<file path="config.mk">
export PLATFORM = sky130hd
export DESIGN_NAME = downlink_framer
export DESIGN_NICKNAME = d
export VERILOG_FILES = /design/src/verilog/downlink_pkg.sv /design/src/verilog/snap_if.sv /design/src/verilog/downlink_framer.sv /design/src/verilog/snapshot_mem.sv
export VERILOG_INCLUDE_DIRS = /design/src /design/src/verilog
export SDC_FILE = /design/constraint.sdc
export NUM_CORES = 1
export LEC_CHECK = 0
export BUFFER_PORTS_ARGS = -buffer_cell sky130_fd_sc_hd__buf_2
export CAP_MARGIN = 20
export CORE_MARGIN = 1.5
export CORE_UTILIZATION = 60
export DETAILED_ROUTE_END_ITERATION = 8
export MAX_ROUTING_LAYER = met4
export PLACE_DENSITY = 0.78
export SYNTH_ARGS = -nofsm -noshare
export SYNTH_HDL_FRONTEND = slang
export SYNTH_HIERARCHICAL = 1
export SYNTH_SLANG_ARGS = --single-unit
</file>
<file path="constraint.sdc">
create_clock -name I_CLK -period 6.16 [get_ports I_CLK]
set_clock_uncertainty 0.2 [all_clocks]
set_input_delay 0.308 -clock I_CLK [delete_from_list [all_inputs] [get_ports I_CLK]]
set_output_delay 0.308 -clock I_CLK [all_outputs]
set_load 0.1 [all_outputs]
</file>
<file path="src/verilog/downlink_map.svh">
// Numeric constants of the downlink word framer: list layout, identifiers, sync.
// Assumes inclusion by bare name from files that also import downlink_pkg.
`ifndef DOWNLINK_MAP_SVH
`define DOWNLINK_MAP_SVH

// List layout, in word numbers counted from one
`define LIST_WORDS     7'h64
`define MID_WORD       7'h33
`define SNAP_A_FIRST   7'h02
`define SNAP_A_LAST    7'h0d
`define SNAP_B_FIRST   7'h34
`define SNAP_B_LAST    7'h3f
`define DISP_FIRST     7'h2d
`define DISP_LAST      7'h32
`define CHAN_FIRST     7'h5b
`define CHAN_LAST      7'h5e
`define SNAP_REGS      5'h18

// Fifteen data bits of the fixed registers, parity added on framing
`define ID_ORBIT       15'h7ffc
`define ID_COAST       15'h7fff
`define ID_RNDZ        15'h7ffd
`define ID_DESCENT     15'h7ffb
`define ID_SURFACE     15'h7ffa
`define ID_INIT        15'h7ffe
`define SYNC_BITS      15'h7ee0

// Input/output channel numbers carried by words 91 to 94
`define CHAN_A0        8'h0b
`define CHAN_A1        8'h0c
`define CHAN_B0        8'h0d
`define CHAN_B1        8'h0e
`define CHAN_C0        8'h1e
`define CHAN_C1        8'h1f
`define CHAN_D0        8'h20
`define CHAN_D1        8'h21

`endif

</file>
<file path="src/verilog/downlink_pkg.sv">
// Types shared by the downlink word framer, its bench and the programmer model.
// Assumes nothing of its surroundings.
package downlink_pkg;
  typedef enum logic [1:0] {SRC_REGULAR, SRC_DISPLAY, SRC_CHANNEL} src_sel_t;
  typedef enum logic [2:0] {LIST_ORBIT, LIST_COAST, LIST_RNDZ, LIST_DESCENT,
                            LIST_SURFACE, LIST_INIT, LIST_DUMP} list_t;
  typedef enum logic [1:0] {ST_IDLE, ST_FETCH, ST_LOAD} frm_st_t;

  typedef struct packed {
    frm_st_t     st;
    logic [6:0]  word;
    list_t       list;
    logic [7:0]  dump_left;
    logic [4:0]  cnt;
    logic [4:0]  ridx;
    logic        pend;
    logic [4:0]  pidx;
    logic        mrd;
    logic [5:0]  maddr;
    logic [14:0] r1;
    logic [14:0] r2;
    logic [15:0] ch34;
    logic [15:0] ch35;
    logic [39:0] wrd;
    logic        wvalid;
    logic        src_rd;
    src_sel_t    src_sel;
    logic [7:0]  src_idx;
    logic [2:0]  ep;
  } frm_state_t;
endpackage

</file>
<file path="src/verilog/snap_if.sv">
// Port bundle between the framer and its snapshot memory.
// Assumes one clock shared by both ends.
interface snap_if #(parameter int AW = 6, parameter int DW = 15);
  logic          we;
  logic [AW-1:0] waddr;
  logic [DW-1:0] wdata;
  logic          re;
  logic [AW-1:0] raddr;
  logic [DW-1:0] rdata;
  modport ctrl (output we, waddr, wdata, re, raddr, input rdata);
  modport mem  (input we, waddr, wdata, re, raddr, output rdata);
endinterface

</file>
<file path="src/verilog/downlink_framer.sv">
// Telemetry downlink word framer and list sequencer.
// Assumes an end pulse pin from the telemetry programmer and a one-cycle source read port.
// How it works
// - Each end pulse loads the next two registers into output channels 34 and 35.
// - A downlink word is 40 bits: 33 significant plus seven repetition bits.
// - Order bit, then first register, then second; each 15 data bits plus parity.
// - Seven filler bits repeat the first seven bits of the first register.
// - Word one carries identifier then sync, order bit zero.
// - Other words carry order bit one, except nominal word 51 which carries zero.
// - Every list identifier is negative.
// - Nominal word 51 carries elapsed time high and low, first register positive.
// - Seven list types, six with a fixed negative identifier plus the dump list set by DUMP_ID, descent list 77773 octal.
// - The sync register always holds 111 111 011 100 000 0.
// - A nominal list is 100 words, 200 registers, sent at 50 words per second.
// - The request register is read only at a pass start; no mid-pass switch.
// - An active dump list runs all its passes, ignoring other requests.
// - On nominal lists word 2 captures the 24 registers of words 2-13; 3-13 come from the buffer.
// - Word 52 captures words 52-63 likewise; 53-63 are served from the buffer.
// - Other words read live sources at transmit time.
// - On nominal lists words 45-50 carry display table registers; 91-94 carry channel images.
`include "downlink_map.svh"

module downlink_framer #(
  parameter logic [14:0] DUMP_ID     = 15'h7ff9, // Dump list identifier
  parameter logic [7:0]  DUMP_PASSES = 8'h02     // Passes of one dump
) (
  input  wire logic                   I_CLK,          // System clock, 125 MHz
  input  wire logic                   I_RST_B,        // Synchronous reset, active low
  input  wire logic                   I_END_PULSE,    // End pulse pin from telemetry
  input  wire logic [14:0]            I_LIST_REQ,     // Requested list identifier
  input  wire logic [14:0]            I_ELAPSED_HIGH, // Elapsed time high half
  input  wire logic [14:0]            I_ELAPSED_LOW,  // Elapsed time low half
  input  wire logic [14:0]            I_SRC_DATA,     // Source data, cycle after read
  output      logic                   O_SRC_RD,       // Source read strobe
  output      downlink_pkg::src_sel_t O_SRC_SEL,      // Source class
  output      logic [7:0]             O_SRC_IDX,      // Source register index
  output      logic [15:0]            O_CH34,         // First register with parity
  output      logic [15:0]            O_CH35,         // Second register with parity
  output      logic [39:0]            O_WORD,         // Framed word, MSB sent first
  output      logic                   O_WORD_VALID,   // New word loaded
  output      logic [6:0]             O_WORD_NUM,     // Word number in list
  output      downlink_pkg::list_t    O_LIST          // List of the current pass
);
  import downlink_pkg::*;

  localparam frm_state_t RST = '{st: ST_IDLE, word: `LIST_WORDS, list: LIST_COAST,
                                 src_sel: SRC_REGULAR, default: '0};

  frm_state_t q;
  frm_state_t d;
  logic       ep_rise;
  logic       nominal;
  logic       fixed_w;
  logic       capture;
  logic       buffered;
  logic       bank;
  logic [4:0] n_regs;
  logic [6:0] first_w;
  logic [14:0] rdat;

  snap_if #(.AW(6), .DW(15)) snap ();

  snapshot_mem #(.AW(6), .DW(15), .DEPTH(48)) u_mem (
    .i_clk (I_CLK),
    .bus   (snap)
  );

  // Register with odd parity appended after the data bits
  function automatic logic [15:0] par16(input logic [14:0] v);
    return {v, ~^v};
  endfunction

  function automatic logic [14:0] id_of(input list_t l);
    unique case (l)
      LIST_ORBIT:   return `ID_ORBIT;
      LIST_COAST:   return `ID_COAST;
      LIST_RNDZ:    return `ID_RNDZ;
      LIST_DESCENT: return `ID_DESCENT;
      LIST_SURFACE: return `ID_SURFACE;
      LIST_INIT:    return `ID_INIT;
      default:      return DUMP_ID;
    endcase
  endfunction

  // Unknown identifiers leave the current list running
  function automatic list_t list_of(input logic [14:0] id, input list_t cur);
    list_t r;
    r = cur;
    if (id == `ID_ORBIT)   r = LIST_ORBIT;
    if (id == `ID_COAST)   r = LIST_COAST;
    if (id == `ID_RNDZ)    r = LIST_RNDZ;
    if (id == `ID_DESCENT) r = LIST_DESCENT;
    if (id == `ID_SURFACE) r = LIST_SURFACE;
    if (id == `ID_INIT)    r = LIST_INIT;
    return r;
  endfunction

  function automatic logic [7:0] chan_of(input logic [2:0] k);
    unique case (k)
      3'h0: return `CHAN_A0;
      3'h1: return `CHAN_A1;
      3'h2: return `CHAN_B0;
      3'h3: return `CHAN_B1;
      3'h4: return `CHAN_C0;
      3'h5: return `CHAN_C1;
      3'h6: return `CHAN_D0;
      3'h7: return `CHAN_D1;
    endcase
  endfunction

  // Word classification; snapshots exist only on nominal lists
  assign ep_rise  = q.ep[1] & ~q.ep[2];
  assign nominal  = (q.list != LIST_DUMP);
  assign fixed_w  = (q.word == 7'h01) || (nominal && q.word == `MID_WORD);
  assign capture  = nominal && (q.word == `SNAP_A_FIRST || q.word == `SNAP_B_FIRST);
  assign buffered = nominal && ((q.word > `SNAP_A_FIRST && q.word <= `SNAP_A_LAST) ||
                                (q.word > `SNAP_B_FIRST && q.word <= `SNAP_B_LAST));
  assign bank     = (q.word >= `SNAP_B_FIRST);
  assign first_w  = bank ? `SNAP_B_FIRST : `SNAP_A_FIRST;
  assign n_regs   = capture ? `SNAP_REGS : 5'h02;
  assign rdat     = buffered ? snap.rdata : I_SRC_DATA;

  // Snapshot port; capture writes each returned source register
  assign snap.we    = q.pend && capture;
  assign snap.waddr = (bank ? 6'h18 : 6'h00) + {1'b0, q.pidx};
  assign snap.wdata = I_SRC_DATA;
  assign snap.re    = q.mrd;
  assign snap.raddr = q.maddr;

  // Next state of the whole framer
  always_comb begin
    d        = q;
    d.ep     = {q.ep[1:0], I_END_PULSE}; // ep[0] only feeds ep[1]
    d.wvalid = 1'b0;
    d.src_rd = 1'b0;
    d.mrd    = 1'b0;
    d.pend   = q.src_rd | q.mrd;
    d.pidx   = q.ridx;
    unique case (q.st)
      ST_IDLE: begin
        // Pulses while a word is being built are dropped; a word takes under 30 cycles
        if (ep_rise) begin
          d.st  = ST_FETCH;
          d.cnt = 5'h00;
          if (q.word == `LIST_WORDS) begin
            d.word = 7'h01;
            // List chosen only here, never inside a pass
            if (q.list == LIST_DUMP && q.dump_left != 8'h00) begin
              d.dump_left = q.dump_left - 8'h01;
            end else if (I_LIST_REQ == DUMP_ID) begin
              d.list      = LIST_DUMP;
              d.dump_left = DUMP_PASSES - 8'h01;
            end else begin
              d.list = list_of(I_LIST_REQ, q.list);
            end
          end else begin
            d.word = q.word + 7'h01;
          end
        end
      end
      ST_FETCH: begin
        if (fixed_w) begin
          // Identifier and sync, or elapsed time with sign forced clear
          d.r1 = (q.word == 7'h01) ? id_of(q.list) : {1'b0, I_ELAPSED_HIGH[13:0]};
          d.r2 = (q.word == 7'h01) ? `SYNC_BITS : I_ELAPSED_LOW;
          d.st = ST_LOAD;
        end else begin
          if (q.cnt < n_regs) begin
            d.cnt  = q.cnt + 5'h01;
            d.ridx = q.cnt;
            if (buffered) begin
              d.mrd   = 1'b1;
              d.maddr = (bank ? 6'h18 : 6'h00) + 6'({q.word - first_w, 1'b0}) + {1'b0, q.cnt};
            end else begin
              d.src_rd  = 1'b1;
              d.src_sel = SRC_REGULAR;
              d.src_idx = {q.word - 7'h01, 1'b0} + {3'h0, q.cnt};
              if (nominal && q.word >= `DISP_FIRST && q.word <= `DISP_LAST) begin
                d.src_sel = SRC_DISPLAY;
                d.src_idx = {q.word - `DISP_FIRST, 1'b0} + {3'h0, q.cnt};
              end
              if (nominal && q.word >= `CHAN_FIRST && q.word <= `CHAN_LAST) begin
                d.src_sel = SRC_CHANNEL;
                d.src_idx = chan_of(3'({q.word - `CHAN_FIRST, 1'b0}) + 3'(q.cnt));
              end
            end
          end
          // Returned data: first pair forms this word's registers
          if (q.pend) begin
            if (q.pidx == 5'h00) d.r1 = rdat;
            if (q.pidx == 5'h01) d.r2 = rdat;
            if (q.pidx == n_regs - 5'h01) d.st = ST_LOAD;
          end
        end
      end
      ST_LOAD: begin
        d.ch34   = par16(q.r1);
        d.ch35   = par16(q.r2);
        // Order bit, two registers, then filler from the first register
        // Filler is the top seven data bits, i.e. the first seven bits of the first register
        d.wrd    = {~fixed_w, par16(q.r1), par16(q.r2), q.r1[14:8]};
        d.wvalid = 1'b1;
        d.st     = ST_IDLE;
      end
    endcase
  end

  // Single state register
  always_ff @(posedge I_CLK) begin
    if (!I_RST_B) begin
      q <= RST;
    end else begin
      q <= d;
    end
  end

  assign O_SRC_RD     = q.src_rd;
  assign O_SRC_SEL    = q.src_sel;
  assign O_SRC_IDX    = q.src_idx;
  assign O_CH34       = q.ch34;
  assign O_CH35       = q.ch35;
  assign O_WORD       = q.wrd;
  assign O_WORD_VALID = q.wvalid;
  assign O_WORD_NUM   = q.word;
  assign O_LIST       = q.list;
endmodule // downlink_framer

</file>
<file path="src/verilog/snapshot_mem.sv">
// Two banks of snapshot registers; read data comes out of a register.
// Assumes write and read requests from the same clock domain.
module snapshot_mem #(
  parameter int AW    = 6,
  parameter int DW    = 15,
  parameter int DEPTH = 48
) (
  input wire logic i_clk, // System clock
  snap_if.mem      bus    // Write and read port
);
  logic [DW-1:0] mem_q [DEPTH];
  logic [DW-1:0] rdata_q;

  // Storage has no reset; contents are only read after a capture
  always_ff @(posedge i_clk) begin
    if (bus.we) begin
      mem_q[bus.waddr] <= bus.wdata;
    end
    if (bus.re) begin
      rdata_q <= mem_q[bus.raddr];
    end
  end

  assign bus.rdata = rdata_q;
endmodule // snapshot_mem

</file>
Word level (Yosys, flattened, before mapping)
Memories as Yosys holds them, arrays and structs flattened. A register that Yosys moved wholly into a read port is not among the register bits.
Index checks and enable logic that the tools add are counted.
W data, S select, Z words.

cells by class
  add/subtract/negate cells = 14
  multipliers = 0
  div/mod/pow operators = 0
  magnitude comparators = 10
  equality and inequality tests = 28
  shift operators = 0
  multiplexer cells = 38
  bitwise gates (word level) = 9
  reductions and logical operators = 37

operators with widths
  cell                    count
  $eq A15 B15 Y1 const B  7
  $mux W15                5
  $mux W30                2
  $mux W10                3
  $reduce_xnor A15 Y1     2
  $mux W25                1
  $mux W3                 8
  $mux W11                2
  $pmux W3 S6             1
  $add A8 B5 Y8           2
  $mux W8                 2
  $reduce_and A4 Y1       4
  $mux W5                 3
  $eq A7 B6 Y1 const B    2
  $ge A7 B6 Y1 const B    2
  $le A7 B6 Y1 const B    2
  $mux W7                 2
  $add A6 B5 Y6           2
  $reduce_and A3 Y1       4
  $logic_and A1 B1 Y1     11
  $pmux W5 S2             1
  $reduce_bool A2 Y1      5
  $eq A3 B3 Y1 const B    3
  $mux W9                 1
  42 further kinds        59

word-level totals
  flip-flop bits (word level) = 160
  latch bits = 0
  RAM bits = 720
  memory bits (read-only) = 48
  input bits = 63
  output and inout port bits = 94
  word-level logic and storage cells = 158
  memories = 2

memory list
  name              depth  width  read ports  clocked after Yosys merged registers in  wr ports  line                   RTL
  u_mem.mem_q       48     15     1           1                                        1         snapshot_mem.sv:11     logic [DW-1:0] mem_q [DEPTH];
  (name not given)  8      6      1           0                                        0         downlink_framer.sv:99  unique case (k)

Longest topological paths before layout
  depth in word-level cells = 12
  depth in mapped cells = 14
  mapped depth without buffers = 14

Hierarchy
Netlist, hierarchy kept.

modules (own cells, without submodules)
  module           instances  cells each  area each (µm²)  sequential area each (µm²)
  snapshot_mem     1          1412        28557.4          22071.2
  downlink_framer  1          840         7221.9           2422.3

Worst setup path before layout
OpenSTA, ideal clock, no wires.

  path type = register to register
  start = register q (netlist bit O_WORD_NUM[3])
  end = memory u_mem.mem_q[18][0], enable pin
  library setup time = 0.406 ns
  data arrival time = 3.764 ns
  required time = 5.554 ns
  path slack = 1.790 ns
  cell stages (with the launch flop) = 12
  path buffers = 1
  clock period less this slack = 4.370 ns
  cell sequence = dfxtp_1 -> buf_4 -> or2_1 -> a31oi_1 -> inv_1 -> ha_1 -> inv_1 -> fa_1 -> inv_1 -> nor4bb_1 -> nand2_1 -> nor3_1

between the ends
  elaborated cells on any way between the ends = 10
  those cells by class = 1 x add/sub; 1 x order compare; 2 x eq/ne; 3 x mux; 3 x reduce/logical

RTL lines
  what                           line                    RTL
  start: declaration             downlink_framer.sv:49   frm_state_t q;
  start signal: assignment       downlink_framer.sv:211  q <= RST;
  start signal: assignment       downlink_framer.sv:213  q <= d;
  $ge A7 B6 Y1 (no source line)  --
  $mux W5                        downlink_framer.sv:125  assign snap.waddr = (bank ? 6'h18 : 6'h00) + {1'b0, q.pidx};
  $add A6 B5 Y6                  downlink_framer.sv:125
  via snap.waddr[4]              snap_if.sv:5            logic [AW-1:0] waddr;
  end: declaration               snapshot_mem.sv:11

The timed path passes the listed nets, and every way through them passes these cells.

Final worst setup path
  start = register q (netlist bit O_WORD_NUM[2])
  end = memory u_mem.mem_q[24][2], enable pin

between the ends
  longest elaborated chain between the ends = 6
  elaborated cells on any way between the ends = 10
  those cells by class = 1 x add/sub; 1 x order compare; 2 x eq/ne; 3 x mux; 3 x reduce/logical

RTL lines
  what                                                                  line                    RTL
  $eq A7 B2 Y1 (no source line) / $eq A7 B6 Y1 (equally long branches)  --
  $logic_or A1 B1 Y1 (no source line) (*)                               --
  $logic_and A1 B1 Y1 (*)                                               downlink_framer.sv:115  assign capture = nominal && (q.word == `SNAP_A_FIRST || q.word == `SNAP_B_FIRST);
  $logic_and A1 B1 Y1 (*)                                               downlink_framer.sv:124  assign snap.we = q.pend && capture;
  via snap.we                                                           snap_if.sv:4            logic we;
  $mux W1 (*)                                                           snapshot_mem.sv:16      if (bus.we) begin
  $mux W1 (implied by the code) (*)                                     snapshot_mem.sv:17      mem_q[bus.waddr] <= bus.wdata;

Mark *: on every way through the listed nets, which the timed path passes. The rest lies on a longest branch.

==> results.tsv <==
metric	value	unit
Critical Path Slowest Stage Cell	dfxtp_1	
# Max-Cap Violations	0	
area growth from synthesis to layout	11.2	%
1st-iter DRT viols	2165	
largest driver fanout on the critical path	24	
Bufs and invs on worst path	0	
most used flip-flop cell after synthesis	edfxtp_1	
hold violation count in the final report	0	
Ys Warns	6	
Die Outline Area	61100	sq um
RePlAce Congestion	0.899	
number of fillers in the final layout	3775	
maximum number of pins on one net before global-route repair	82	
Slew Limit Fails	0	
routed length on met3	6610	um
Via Count	20500	
clock net sink count	856	
quantity of gates resized following cts	0	
Async SR Flop Fraction	0	%
maximum clock frequency	230	MHz
net count of the mapped netlist	2347	
setup TNS	0	ns
Total Routed Length	84500	um
Root Buffer	clkbuf_16	
most frequent cell after synthesis	edfxtp_1	
class of the tightest hold or removal check	in2reg	
Seq cells post-synth	856	
result of the run	finished, final reports clean	
highest routed layer	met4	
Required @ worst endpoint	6.21	ns
final antenna-violating net count	0	
period utilisation layout	70.7	%
number of CTS-inserted buffers	82	
wire length of the first global-routing pass	125000	um
post-route cell area	39800	sq um
initial antenna violation count	1	
total power density per cell area	288	nW/um^2
H-tree depth reported by CTS	3	
starting density of the core	60.6	%
worst-case headroom to the max-slew limit	28.8	%
data arrival time of the critical path	4.41	ns
total half-perimeter wirelength after legalization and detailed placement	49400	um
vias per inst	6.34	
Post-CTS Hold Buffers	34	
core box area	59000	sq um
actual slew at the worst max-slew pin	1.07	ns
multi-input gate area in the final layout	9850	sq um
metal1 wirelength	32200	um
number of input and output port buffers inserted	155	
Clock transition at path regs	0.06	ns
placed standard-cell area	36800	sq um
fraction of the yosys area taken by sequential cells	68.5	%
Total GRT Usage	28.7	%
number of different library cells in the post-synthesis netlist	81	
Setup-failing EPs final	0	
worst ir drop on vdd	0.232	mV
proportion of layout cells with a drive suffix above 1	20.1	%
drt pass-1 iters	5	
post-CTS repair timing setup buffer count	0	
Avg Synthesized Cell Area	15.9	sq um
Reg area	24500	sq um
row count	89	
GR Overflow Total	0	
WL met2	42300	um
RSZ-0062 raised after global routing	no	
clock tree from TritonCTS	built	
number of nets in the layout	2481	
post-synth design cell area	35800	sq um
Critical Path Max Stage Delay	0.85	ns
top cell type's share of synthesized area	61.7	%
average wire length per cell after detail routing	26.1	um
die outline height	247	um
CP endpoint kind	flip-flop	
crit-path leading delay family	simple AND/OR/NAND/NOR gates	
cell-by-cell trace of the critical path	nand2b_1 > or4_4 > a21oi_1 > and2_1 > nor2b_1 > nand2_1 > nor2_2	
count of flip-flops with a built-in enable after synthesis	735	
drc violations	0	
cell type with the largest total area after synthesis	edfxtp_1	
crit start category	flip-flop	
Die W	247	um
top cells by area, synth	edfxtp_1 (62%), mux2i_1 (7.8%), dfxtp_1 (6.8%)	
via count of the first global-routing pass	20100	
Synth top cells by count	edfxtp_1 (735), mux2i_1 (279), nor2_1 (129), dfxtp_1 (121), buf_4 (113)	
start-to-end type of the worst setup path	reg2reg	
leakage power figure	12.8	nW
maximum buffer depth of the clock tree	3	
Clock Latency Late Sink	0.64	ns
Boundary Pins	157	
gate count after technology mapping	2252	
post-route minimum period	4.36	ns
==> cells by family (layout without fill, tap and decap cells) <==
family                     after synthesis  count (layout)  synth area share, %
adders and majority gates               32              32                 1.24
buffers and inverters                  246             448                 4.17
xor gates and xnor gates                47              47                 1.15
AOI/OAI and AO/OA                      347             347                 7.14
and+or+nand+nor                        356             356                 4.87
other                                    0               3                    0
muxes                                  368             368                 13.0
DFF                                    856             856                 68.5
==> worst min-delay path, cell delays in order <==
cell and delay (ns):
buf_2 0.10, nand4_1 0.05, or3_1 0.19, o311ai_0 0.16
==> metrics by stage <==
stage	setup WS [ns]	hold WS, ns	utilization [%]	cells	total power, mW
final	1.80	0.0576	67.4	3230	11.4
after CTS	1.86	0.0360	67.4	3227	11.5
after global routing	1.58	0.0826	67.4	3228	11.7
after global placement	1.72	0.242	62.4	3040	6.68
after floorplan	1.79	0.207	-	2252	6.56
after detailed placement	1.86	0.234	62.4	3041	6.70
==> final timing paths <==
| kind | startpoint | endpoint | slack [ns] | depth (start not counted) |
|---|---|---|---|---|
| worst max-delay path | O_WORD_NUM[2]$_SDFFE_PN1P_ | u_mem/mem_q[24][2]$_DFFE_PP_ | 1.80 | 7 |
| worst min-delay path | I_LIST_REQ[11] | O_LIST[0]$_SDFFE_PN1P_ | 0.06 | 4 |
| worst max register to register | O_WORD_NUM[2]$_SDFFE_PN1P_ | u_mem/mem_q[24][2]$_DFFE_PP_ | 1.80 | 7 |
| worst min register to register | d[1]$_SDFF_PN0_ | d[2]$_SDFF_PN0_ | 0.25 | 1 |
==> power by group <==
part / internal (mW) / switching, mW / leakage (nW)
registers: 6.29 / 0.00943 / 7.58
clock network: 2.72 / 2.13 / 1.26
logic: 0.0823 / 0.212 / 3.98
==> flip-flops by register name, summed over array words and instances (netlist names) <==
register         cells
O_CH34              15
O_LIST               3
d                    7
O_CH35              15
O_WORD_NUM           7
O_SRC_IDX            8
u_mem/mem_q        720
u_mem/bus.rdata     15
q                   52
snap.re              1
snap.raddr           6
O_SRC_RD             1
O_SRC_SEL            2
O_WORD               3
O_WORD_VALID         1
==> metal layers <==
metal / GRT usage, % / vias to the layer above
li1: - / 8943
met1: 36.2 / 10300
met2: 47.3 / 1018
met3: 4.08 / 186
met4: 11.4 / 0
met5: - / -
==> final cells by class <==
cell class,instances,share of cell area (%)
antenna,3,0.0189
clock buffer,101,5.45
clock inverter,51,1.05
inverter,29,0.274
multi-input combinational,1150,24.8
sequential,856,61.6
tap,773,2.43
timing repair buffer,267,4.40
==> placed cells by master, fill, tap and decap left out, drive strengths merged, types with 13 or more instances in the layout <==
cell | synthesis | layout
mux4 | 75 | 75
and2 | 15 | 15
inv | 29 | 30
mux2i | 279 | 279
ha | 26 | 26
a221oi | 30 | 30
o41ai | 16 | 16
a31oi | 30 | 30
clkinv | 0 | 41
buf | 153 | 233
nand3 | 25 | 25
edfxtp | 735 | 735
a22o | 31 | 31
a22oi | 64 | 64
xnor2 | 33 | 33
dfxtp | 121 | 121
nor2b | 13 | 13
mux2 | 14 | 14
o22ai | 16 | 16
o21ai | 46 | 46
clkbuf | 64 | 101
nor2 | 131 | 131
dlygate4sd3 | 0 | 34
nand2 | 93 | 93
xor2 | 14 | 14
nor3 | 15 | 15
a21oi | 69 | 69
(Power assumes the default switching activity.)
